## src/hw/dcs_pkg.sv

```systemverilog
// drive command source select: shared constants, register map and types
// assumes a single 100 MHz core clock and an AXI4-Lite register bus
package dcs_pkg;

  // ------------------------------------------------------------------
  // timing
  // ------------------------------------------------------------------
  localparam int CLK_MHZ      = 100;
  localparam int DEBOUNCE_NS  = 1000;   // contact must be stable this long
  localparam int DEBOUNCE_CYC = (DEBOUNCE_NS * CLK_MHZ + 999) / 1000;
  localparam int DB_W         = 7;
  localparam logic [DB_W-1:0] DB_LAST = DB_W'(DEBOUNCE_CYC - 1);
  // power-up window: longer than one debounce so pins have settled
  localparam int PWRUP_CYC    = DEBOUNCE_CYC + 4;
  localparam int PU_W         = 7;
  localparam logic [PU_W-1:0] PU_LAST = PU_W'(PWRUP_CYC - 1);
  localparam int DI_N         = 5;

  // ------------------------------------------------------------------
  // register map (byte addresses) and fields
  // ------------------------------------------------------------------
  localparam logic [7:0] REG_CTRL   = 8'h00;
  localparam logic [7:0] REG_KEYPAD = 8'h04;
  localparam logic [7:0] REG_STATUS = 8'h08;
  localparam logic [7:0] REG_SPEED  = 8'h0C;
  localparam logic [7:0] REG_SCALE  = 8'h10;

  localparam int CTRL_SRC_LSB   = 0;    // command_source_select, 3 bits
  localparam int CTRL_MACRO_LSB = 8;    // input_macro_select, 5 bits
  localparam int CTRL_AUTO_BIT  = 16;   // power_on_autostart
  localparam int CTRL_KS_LSB    = 17;   // keypad_start_behaviour, 2 bits
  localparam int KS_EN_START    = 0;    // enable alone starts
  localparam int KS_REF_HOLD    = 1;    // keep keypad speed at start
  localparam int KPD_START_BIT  = 0;
  localparam int KPD_STOP_BIT   = 1;
  localparam int KPD_REF_LSB    = 16;
  localparam int STS_RUN_BIT    = 0;
  localparam int STS_REV_BIT    = 1;
  localparam int STS_LOCK_BIT   = 2;
  localparam int STS_DI_LSB     = 8;
  localparam int STS_SRC_LSB    = 16;
  localparam int SCALE_FRAC     = 8;    // unsigned 8.8 slave scaling

  localparam logic [2:0]  SRC_RST   = 3'h0;
  localparam logic [4:0]  MACRO_RST = 5'h01;
  localparam logic [15:0] SCALE_RST = 16'h0100;
  localparam logic [1:0]  RESP_OKAY   = 2'h0;
  localparam logic [1:0]  RESP_SLVERR = 2'h2;

  // macro groups by highest macro number in each group
  localparam logic [4:0] MACRO_LATCH_MAX  = 5'h07;
  localparam logic [4:0] MACRO_RUNDIR_MAX = 5'h0B;
  localparam logic [4:0] MACRO_PULSE_MAX  = 5'h0F;
  localparam logic [4:0] MACRO_PAIR_MAX   = 5'h11;

  // ------------------------------------------------------------------
  // types
  // ------------------------------------------------------------------
  typedef enum logic [2:0] {
    SRC_TERMINAL = 3'h0, SRC_KPD_UNI = 3'h1, SRC_KPD_BI = 3'h2,
    SRC_PID      = 3'h3, SRC_FIELDBUS = 3'h4, SRC_SLAVE = 3'h5,
    SRC_CAN      = 3'h6
  } dcs_src_t;

  typedef enum logic [2:0] {
    CLS_LATCH = 3'h0, CLS_RUNDIR = 3'h1, CLS_PULSE = 3'h2,
    CLS_PAIR  = 3'h3, CLS_DIRPULSE = 3'h4
  } dcs_class_t;

  typedef enum logic [1:0] {
    RUN_IDLE = 2'h0, RUN_ACTIVE = 2'h1, RUN_LOCK = 2'h2
  } dcs_run_t;

endpackage

```

## src/hw/dcs_debounce.sv

```systemverilog
// one terminal input: two-stage synchroniser followed by a debouncer
// assumes the pin is asynchronous to aclk; output is a clean level
`timescale 1ns/1ps
module dcs_debounce
  import dcs_pkg::*;
(
  input  wire logic aclk,
  input  wire logic aresetn,
  input  wire logic pin,
  output logic      level
);

  typedef struct packed {
    logic            s1;
    logic            s2;
    logic            lvl;
    logic [DB_W-1:0] cnt;
  } dcs_db_t;

  dcs_db_t r;
  dcs_db_t n;

  // ------------------------------------------------------------------
  // filter
  // ------------------------------------------------------------------
  // a change is taken only after it has held for a whole debounce span
  always_comb begin
    n    = r;
    n.s1 = pin;
    n.s2 = r.s1;
    if (r.s2 == r.lvl) begin
      n.cnt = '0;                             // bounce restarts the span
    end else if (r.cnt == DB_LAST) begin
      n.lvl = r.s2;
      n.cnt = '0;
    end else begin
      n.cnt = r.cnt + 1'b1;
    end
  end

  always_ff @(posedge aclk) begin
    if (!aresetn) begin
      r <= '0;
    end else begin
      r <= n;
    end
  end

  assign level = r.lvl;
endmodule // dcs_debounce

```

## src/hw/dcs_top.sv

```systemverilog
// drive command source select: run/stop, direction and speed reference
// assumes DI pins are asynchronous; source inputs are on-chip, on aclk
//
// The implementer's own choices: the AXI4-Lite slave port and the placing of the registers.
`timescale 1ns/1ps
module dcs_top
  import dcs_pkg::*;
(
  input  wire logic        aclk,
  input  wire logic        aresetn,
  input  wire logic [7:0]  awaddr,
  input  wire logic        awvalid,
  output logic             awready,
  input  wire logic [31:0] wdata,
  input  wire logic [3:0]  wstrb,
  input  wire logic        wvalid,
  output logic             wready,
  output logic [1:0]       bresp,
  output logic             bvalid,
  input  wire logic        bready,
  input  wire logic [7:0]  araddr,
  input  wire logic        arvalid,
  output logic             arready,
  output logic [31:0]      rdata,
  output logic [1:0]       rresp,
  output logic             rvalid,
  input  wire logic        rready,
  input  wire logic [4:0]  di_pin,
  input  wire logic [15:0] ai1_ref,
  input  wire logic [15:0] pid_ref,
  input  wire logic        option_fitted,
  input  wire logic        fb_run,
  input  wire logic        fb_reverse,
  input  wire logic [15:0] fb_ref,
  input  wire logic        mb_run,
  input  wire logic        mb_reverse,
  input  wire logic [15:0] mb_ref,
  input  wire logic        ms_run,
  input  wire logic        ms_reverse,
  input  wire logic [15:0] ms_ref,
  input  wire logic        can_run,
  input  wire logic        can_reverse,
  input  wire logic [15:0] can_ref,
  output logic             run_cmd,
  output logic             reverse_cmd,
  output logic [15:0]      speed_ref
);

  typedef struct packed {
    logic [2:0]      src;
    logic [4:0]      macro;
    logic            autostart;
    logic [1:0]      kstart;
    logic [15:0]     scale;
    logic [15:0]     kpd_ref;
    logic            kpd_go;
    logic            kpd_halt;
    dcs_run_t        fsm;
    logic            run;
    logic            direction_reverse_select;
    logic [15:0]     spd;
    logic [4:0]      di_q;
    logic [PU_W-1:0] pu_cnt;
    logic            first;
    logic            bvalid;
    logic [1:0]      bresp;
    logic            rvalid;
    logic [1:0]      rresp;
    logic [31:0]     rdata;
  } dcs_state_t;

  dcs_state_t    r;
  dcs_state_t    n;
  logic [4:0]    db;
  logic [4:0]    rise;
  logic [4:0]    fall;
  logic          en;
  logic          pu_done;
  logic          wr_go;
  logic          rd_go;
  logic [31:0]   ctrl_word;
  logic [31:0]   status_word;
  logic [31:0]   prod;
  logic [15:0]   scaled;
  dcs_class_t    cls;

  // ------------------------------------------------------------------
  // helpers
  // ------------------------------------------------------------------
  // byte-lane merge for partial AXI writes
  function automatic logic [31:0] wmerge(input logic [31:0] old,
                                         input logic [31:0] nw,
                                         input logic [3:0]  be);
    logic [31:0] v;
    v = old;
    for (int i = 0; i < 4; i++) begin
      if (be[i]) begin
        v[8*i +: 8] = nw[8*i +: 8];
      end
    end
    return v;
  endfunction

  // macro number to terminal function group
  function automatic dcs_class_t macro_class(input logic [4:0] m);
    if (m <= MACRO_LATCH_MAX) begin
      return CLS_LATCH;
    end else if (m <= MACRO_RUNDIR_MAX) begin
      return CLS_RUNDIR;
    end else if (m <= MACRO_PULSE_MAX) begin
      return CLS_PULSE;
    end else if (m <= MACRO_PAIR_MAX) begin
      return CLS_PAIR;
    end
    return CLS_DIRPULSE;
  endfunction

  // ------------------------------------------------------------------
  // terminal inputs
  // ------------------------------------------------------------------
  // every pin is synchronised and filtered before any decode
  for (genvar g = 0; g < DI_N; g++) begin : g_di
    dcs_debounce u_db (
      .aclk    (aclk),
      .aresetn (aresetn),
      .pin     (di_pin[g]),
      .level   (db[g])
    );
  end

  // edges compare against last cycle's filtered level
  assign rise    = db & ~r.di_q;
  assign fall    = ~db & r.di_q;
  assign en      = db[0];
  assign pu_done = (r.pu_cnt == PU_LAST);
  assign cls     = macro_class(r.macro);

  // slave follows master with 8.8 scaling, saturating on overflow
  assign prod    = {16'h0000, ms_ref} * {16'h0000, r.scale};
  assign scaled  = (|prod[31:16+SCALE_FRAC]) ? 16'hFFFF
                                             : prod[15+SCALE_FRAC:SCALE_FRAC];

  // ------------------------------------------------------------------
  // bus handshakes and read words
  // ------------------------------------------------------------------
  // address and data are taken together; one write outstanding
  assign wr_go   = awvalid & wvalid & ~r.bvalid;
  assign awready = wr_go;
  assign wready  = wr_go;
  assign rd_go   = arvalid & ~r.rvalid;
  assign arready = ~r.rvalid;

  assign ctrl_word = {13'h0000, r.kstart, r.autostart, 3'h0, r.macro,
                      5'h00, r.src};
  assign status_word = {13'h0000, r.src, 3'h0, db, 5'h00,
                        (r.fsm == RUN_LOCK), r.direction_reverse_select, r.run};

  // ------------------------------------------------------------------
  // next-state logic
  // ------------------------------------------------------------------
  always_comb begin
    logic [31:0] wv;
    logic        start;
    logic        stop;
    logic        lvl;
    logic        nrev;
    logic [15:0] sel;
    wv       = 32'h0000_0000;
    start    = 1'b0;
    stop     = 1'b0;
    lvl      = 1'b0;
    nrev     = r.direction_reverse_select;
    sel      = 16'h0000;
    n        = r;
    n.kpd_go   = 1'b0;
    n.kpd_halt = 1'b0;
    n.di_q     = db;
    n.first    = r.first & ~pu_done;
    if (!pu_done) begin
      n.pu_cnt = r.pu_cnt + 1'b1;
    end

    // register writes; unmapped offsets answer SLVERR
    if (wr_go) begin
      n.bvalid = 1'b1;
      n.bresp  = RESP_OKAY;
      unique case ({awaddr[7:2], 2'b00})
        REG_CTRL: begin
          wv          = wmerge(ctrl_word, wdata, wstrb);
          n.src       = wv[CTRL_SRC_LSB +: 3];
          n.macro     = wv[CTRL_MACRO_LSB +: 5];
          n.autostart = wv[CTRL_AUTO_BIT];
          n.kstart    = wv[CTRL_KS_LSB +: 2];
        end
        REG_KEYPAD: begin
          wv         = wmerge({r.kpd_ref, 16'h0000}, wdata, wstrb);
          n.kpd_go   = wv[KPD_START_BIT];   // key press is a pulse
          n.kpd_halt = wv[KPD_STOP_BIT];
          n.kpd_ref  = wv[KPD_REF_LSB +: 16];
        end
        REG_SCALE: begin
          wv      = wmerge({16'h0000, r.scale}, wdata, wstrb);
          n.scale = wv[15:0];
        end
        REG_STATUS, REG_SPEED: ;            // read-only, write ignored
        default: n.bresp = RESP_SLVERR;
      endcase
    end else if (r.bvalid && bready) begin
      n.bvalid = 1'b0;
    end

    if (rd_go) begin
      n.rvalid = 1'b1;
      n.rresp  = RESP_OKAY;
      unique case ({araddr[7:2], 2'b00})
        REG_CTRL:   n.rdata = ctrl_word;
        REG_KEYPAD: n.rdata = {r.kpd_ref, 16'h0000};
        REG_STATUS: n.rdata = status_word;
        REG_SPEED:  n.rdata = {16'h0000, r.spd};
        REG_SCALE:  n.rdata = {16'h0000, r.scale};
        default: begin
          n.rdata = 32'h0000_0000;
          n.rresp = RESP_SLVERR;
        end
      endcase
    end else if (r.rvalid && rready) begin
      n.rvalid = 1'b0;
    end

    // command source: who may start, stop, steer and set speed
    unique case (r.src)
      SRC_TERMINAL: begin
        sel = ai1_ref;
        unique case (cls)
          CLS_LATCH: begin
            lvl   = 1'b1;
            start = db[0];
            nrev  = db[1];
          end
          CLS_RUNDIR: begin
            lvl   = 1'b1;
            start = db[0] ^ db[1];      // both closed reads as stop
            if (start) begin
              nrev = db[1];
            end
          end
          CLS_PULSE: begin
            start = rise[0] & db[1];
            stop  = fall[1];
            nrev  = db[2];
          end
          CLS_PAIR: begin
            start = db[0] & db[2] & (rise[0] | rise[2]) & db[1];
            stop  = fall[1];
          end
          CLS_DIRPULSE: begin
            start = (rise[0] ^ rise[2]) & db[1];
            stop  = fall[1];
            if (start) begin
              nrev = rise[2];
            end
          end
          default: stop = 1'b1;
        endcase
      end
      SRC_KPD_UNI, SRC_KPD_BI: begin
        sel = r.kpd_ref;
        if (r.kstart[KS_EN_START]) begin
          start = rise[0] | (r.first & en);
        end else begin
          start = r.kpd_go & en;
        end
        stop = r.kpd_halt | ~en;
        if (r.src == SRC_KPD_UNI) begin
          nrev = 1'b0;
        end else if (r.kpd_go && r.fsm == RUN_ACTIVE) begin
          nrev = ~r.direction_reverse_select;                // start key while running flips
        end
      end
      SRC_PID: begin
        lvl   = 1'b1;
        start = en;
        sel   = pid_ref;
        nrev  = 1'b0;
      end
      SRC_FIELDBUS: begin
        lvl   = 1'b1;
        start = en & (option_fitted ? fb_run : mb_run);
        sel   = option_fitted ? fb_ref : mb_ref;
        nrev  = option_fitted ? fb_reverse : mb_reverse;
      end
      SRC_SLAVE: begin
        lvl   = 1'b1;
        start = en & ms_run;
        sel   = scaled;
        nrev  = ms_reverse;
      end
      SRC_CAN: begin
        lvl   = 1'b1;
        start = en & can_run;
        sel   = can_ref;
        nrev  = can_reverse;
      end
      default: stop = 1'b1;             // unused code holds the drive off
    endcase
    if (lvl) begin
      stop = stop | ~start;             // level sources run only while held
    end

    // run state; a request already present at power-up is held off unless autostart is set
    unique case (r.fsm)
      RUN_IDLE: begin
        if (pu_done && start) begin
          n.fsm = (r.first && !r.autostart) ? RUN_LOCK : RUN_ACTIVE;
          if (n.fsm == RUN_ACTIVE && !r.kstart[KS_REF_HOLD] &&
              (r.src == SRC_KPD_UNI || r.src == SRC_KPD_BI)) begin
            n.kpd_ref = 16'h0000;       // keypad start from zero
          end
        end
      end
      RUN_ACTIVE: begin
        if (stop) begin
          n.fsm = RUN_IDLE;
        end
      end
      RUN_LOCK: begin
        if (!start) begin
          n.fsm = RUN_IDLE;             // request must drop and return
        end
      end
      default: n.fsm = RUN_IDLE;
    endcase
    n.run = (n.fsm == RUN_ACTIVE);
    n.direction_reverse_select = nrev;
    n.spd = sel;
  end

  // state register
  always_ff @(posedge aclk) begin
    if (!aresetn) begin
      r        <= '0;
      r.src    <= SRC_RST;
      r.macro  <= MACRO_RST;
      r.scale  <= SCALE_RST;
      r.first  <= 1'b1;
    end else begin
      r <= n;
    end
  end

  // ------------------------------------------------------------------
  // outputs
  // ------------------------------------------------------------------
  assign bvalid      = r.bvalid;
  assign bresp       = r.bresp;
  assign rvalid      = r.rvalid;
  assign rresp       = r.rresp;
  assign rdata       = r.rdata;
  assign run_cmd     = r.run;
  assign reverse_cmd = r.direction_reverse_select;
  assign speed_ref   = r.spd;
endmodule // dcs_top

```

## config.mk

```make
export PLATFORM = sky130hd
export DESIGN_NAME = dcs_top
export DESIGN_NICKNAME = d
export VERILOG_FILES = /design/src/hw/dcs_pkg.sv /design/src/hw/dcs_debounce.sv /design/src/hw/dcs_top.sv
export SDC_FILE = /design/constraint.sdc
export NUM_CORES = 1
export LEC_CHECK = 0
export ABC_CLOCK_PERIOD_IN_PS = 7500
export BUFFER_PORTS_ARGS = -buffer_cell sky130_fd_sc_hd__buf_2
export CAP_MARGIN = 0
export CORE_MARGIN = 2
export CORE_UTILIZATION = 60
export DETAILED_ROUTE_END_ITERATION = 10
export MAX_ROUTING_LAYER = met4
export PLACE_DENSITY_LB_ADDON = 0.15
export SKIP_CTS_REPAIR_TIMING = 1
export SLEW_MARGIN = 20
export SYNTH_ARGS = -nofsm -noshare
export SYNTH_HDL_FRONTEND = slang
export SYNTH_SLANG_ARGS = --single-unit
```

## constraint.sdc

```tcl
create_clock -name aclk -period 7.5 [get_ports aclk]
set_input_delay 0.375 -clock aclk [delete_from_list [all_inputs] [get_ports aclk]]
set_output_delay 0.375 -clock aclk [all_outputs]
set_load 0.03 [all_outputs]
```

==> results.md <==
Clock network:
- Clock latency on the worst-skew pair, taken at its later pin, is 0.44 ns.
- After clock tree synthesis, the clock-pin slew on the worst setup and hold paths is 0.08 ns.
- The cell at the root of the clock tree is sky130_fd_sc_hd__clkbuf_16.
- In this run the number of H-tree levels came out at 4.
- In this run the deepest clock path goes through 2 buffers.
- The total clock buffers created by CTS is 17.
- The clock drives 162 sinks.
- TritonCTS built the clock tree.

Power and ir drop:
- The analysis attributes to cell leakage a power of 0.00866 uW.
- The power density over cell area is 111 mW/mm^2.
- The share of total power dissipated in sequential elements is 0.439.
- Across the VDD grid, the largest voltage drop is 0.174 mV.
- The switching share of power is 0.298.
- Of the total power, combinational logic draws 0.119.
- The cell-internal power is 1410 uW.
- The net switching component of the power is 599 uW.
- The relative contribution of the clock network to total power is 0.442.

Detailed routing:
- Using the TritonRoute via totals, the vias-per-cell ratio works out to 5.76.
- The post-route DRC violation count is 0.
- The violation count after the first detailed-route iteration is 960.
- The first-pass detailed-route iteration total is 6.
- Summed over all layers, the routed wires come to 44400 um.
- The total via count in the routed design is 13700.
- The count of nets left with antenna violations once routing finished came out at 0.
- In the final routed layout, each cell accounts on average for 18.6 um.

Layout:
- The core occupancy in the finished layout is 0.669.
- The area added between synthesis and finish is 8.90%.
- The number of antenna diodes in the final layout is 0.
- The count of nets after finishing is 2498.
- In the final layout, the share of cells above drive strength 1 is 0.145.

Floorplanning:
- The die width is 170 um.
- The floorplan step defined a core boundary enclosing 0.0270 mm^2.
- The overall die area is 0.0290 mm^2.
- The top-level port count is 228.
- For this configuration, the core starts out at a cell density of 0.614.
- The initialized floorplan defines 60 standard-cell rows.
- The chip height is 170 um.

Synth:
- The top cell type by total area after synthesis is sky130_fd_sc_hd__fa_1.
- The warning count from the yosys run is 0.
- The share of Yosys cell area claimed by the top area cell type is 0.233.
- The share of synthesized area occupied by flip-flops and latches is 0.195.
- The fraction of synthesis flops using an asynchronous set or reset pin is 0.
- The unique cell type count in the Yosys netlist is 69.
- The netlist area before placement is 0.0166 mm^2.
- Synthesis handed over a netlist of 1920 instances.
- The post-synthesis register bit count is 162.
- Yosys attributes the largest share of cell area to sky130_fd_sc_hd__fa_1 (23%), sky130_fd_sc_hd__dfxtp_1 (20%), sky130_fd_sc_hd__ha_1 (8.1%).
- Yosys mapped a number of flops with a built-in enable equal to 0.
- The primary flip-flop cell chosen by synthesis mapping is sky130_fd_sc_hd__dfxtp_1.
- The average cell area after synthesis is 8.64 um^2.

Worst setup path:
- The most common cell type on the critical path is sky130_fd_sc_hd__fa_1.
- STA classifies the critical path startpoint as a register.
- The arrival time at the worst endpoint is 7.32 ns.
- The critical path is of the reg -> reg type.
- The worst setup path is captured at a register.
- Across all register-to-register paths, the minimum setup slack is 0.46 ns.
- The largest single stage delay on the critical path is 0.91 ns.
- Among all stages on the critical path, the largest delay is contributed by sky130_fd_sc_hd__dfxtp_1.
- The required time at the endpoint of the critical path is 7.79 ns.
- The maximum fanout along the worst path is 18.
- The critical path goes through nand2_1, fa_1, fa_1, fa_1, inv_1, fa_1, fa_1, inv_1, fa_1, inv_1, ha_1, a21oi_1, o211ai_1, a41oi_1, o31ai_2, a31oi_1, o31a_1, xor2_1, and4_1, a31oi_1.

STA:
- The number of pins with negative max-slew slack in the final report is 0.
- The total of endpoints with negative setup slack in the final report is 0.
- Based on the critical path, the design can be clocked at up to 0.142 GHz.
- For the finished layout, the period the worst path requires is 7.04 ns.
- The clock arrives with 0.0163 ns of skew.
- Setup repair after global routing left no endpoint under its margin.
- The total count of hold-check failures in the final report is 0.
- The measured slew at the worst slew-check pin is 1.27 ns.
- Dividing the final minimum period by the clock period gives 0.938.
- The accumulated negative setup slack is 0 ns.
- The worst max-slew margin expressed relative to the limit is 0.144.
- After layout, the worst setup slack is 0.464 ns.

Placed design:
- At the end of routability-driven placement, the weighted congestion stood at 0.916.
- The pre-CTS worst setup slack is 0.614 ns.
- Input and output buffers added on the ports amount to 221.
- Detailed placement finished with a half-perimeter wire length of 35100 um.

Global route:
- For this run the aggregate overflow at the end of global routing stands at 0.
- In the global route stage, overall resource usage came out at 0.327.
- The first-pass GRT wire length is 71700 um.
- The via count of the first global-routing pass was 13900.
- The largest net degree at the start of global routing is 80.
- The initial antenna violation count was 0.

Job:
- The max-capacitance violation count is 0.

Outcome:
- The flow ran to the end, and the final reports show no timing, DRC or antenna violations.

Min path:
- The min-delay analysis places its worst path in the category in -> reg.
## cells by family (layout without fill, tap and decap cells)
kind of cell / Yosys count / in the layout / synth area share
mux: 87 / 87 / 0.0534
xor+xnor: 61 / 61 / 0.0322
other cells: 1 / 2 / 0.000226
simple gates: 651 / 651 / 0.199
compound gates: 260 / 260 / 0.102
flops: 162 / 162 / 0.195
buf+inv: 397 / 517 / 0.104
fa+ha+maj: 301 / 301 / 0.314
## final timing paths
check,start,endpoint,depth (start not counted)
setup reg to reg,r[90],speed_ref[5],20
hold / removal,di_pin[4],g_di[4].u_db.n[8],2
hold reg to reg,g_di[2].u_db.n[8],g_di[2].u_db.r[8],1
setup / recovery,r[90],speed_ref[5],20
## Yosys cell counts, types with 55 or more instances
cell / count
sky130_fd_sc_hd__inv_1: 248
sky130_fd_sc_hd__fa_1: 193
sky130_fd_sc_hd__nor2_1: 117
sky130_fd_sc_hd__buf_4: 55
sky130_fd_sc_hd__mux2i_1: 75
sky130_fd_sc_hd__a21oi_1: 81
sky130_fd_sc_hd__dfxtp_1: 162
sky130_fd_sc_hd__clkbuf_1: 82
sky130_fd_sc_hd__nor2b_1: 62
sky130_fd_sc_hd__ha_1: 108
sky130_fd_sc_hd__and2_1: 162
sky130_fd_sc_hd__nand2_1: 199
## sequential cells by signal, indices dropped and copies added, names as in the netlist
signal	count
bresp	1
bvalid	1
ctrl_word	11
g_di.u_db.level	5
g_di.u_db.n	5
g_di.u_db.r	40
r	47
rdata	32
reverse_cmd	1
rresp	1
run_cmd	1
rvalid	1
speed_ref	16
## area by class of cell
type                    count  area [um^2]
flip-flops and latches    162         3240
inverters                 248          931
repair buffers            237         1230
well taps                 341          427
fillers                  2302         8960
clock buffers              17          425
multi-input cells        1362        11600
clock inverters            15          180
## stage by stage
| step | hold slack [ns] | total power (uW) | std cells | area [um^2] |
|---|---|---|---|---|
| floorplan | 0.412 | 1040 | 1921 | 16600 |
| detailed placement | 0.426 | 1140 | 2350 | 17500 |
| global placement | 0.414 | 1140 | 2350 | 17500 |
| CTS | 0.137 | 2020 | 2382 | 18100 |
| finish | 0.144 | 2010 | 2382 | 18100 |
| global route | 0.135 | 2090 | 2382 | 18100 |
## worst max-delay path: cells and delay by family, from the launching register on
family / cells / cell delay, ns
and+or+nand+nor: 2 / 0.81
AOI/OAI and AO/OA: 7 / 1.44
buffers and inverters: 3 / 0.14
xor gates and xnor gates: 1 / 0.13
adders and majority gates: 7 / 3.44
DFF: 1 / 0.91
## power groups by stage
stage / combinational [uW] / clock [uW] / sequential, uW
4_1_cts: 239 / 899 / 883
6_report: 240 / 890 / 883
3_3_place_gp: 234 / 0 / 903
3_5_place_dp: 236 / 0 / 903
2_1_floorplan: 142 / 0 / 898
5_1_grt: 263 / 942 / 884
## layout by cell type, fill, tap and decap left out, types with 75 or more instances in the layout
| master | netlist | routed |
|---|---|---|
| sky130_fd_sc_hd__nor2_1 | 117 | 117 |
| sky130_fd_sc_hd__nand2_1 | 199 | 199 |
| sky130_fd_sc_hd__and2_1 | 162 | 162 |
| sky130_fd_sc_hd__dfxtp_1 | 162 | 161 |
| sky130_fd_sc_hd__fa_1 | 193 | 193 |
| sky130_fd_sc_hd__a21oi_1 | 81 | 81 |
| sky130_fd_sc_hd__inv_1 | 248 | 248 |
| sky130_fd_sc_hd__buf_2 | 4 | 221 |
| sky130_fd_sc_hd__ha_1 | 108 | 108 |
| sky130_fd_sc_hd__mux2i_1 | 75 | 75 |
## per-layer routing
metal	track usage	routed length [um]	up-vias
met5	-	0	-
met4	0.155	2110	0
met3	0.0509	3320	115
met2	0.533	21300	560
met1	0.399	17600	6676
li1	-	-	6361
No activity file was read; power rests on OpenSTA's default activity.
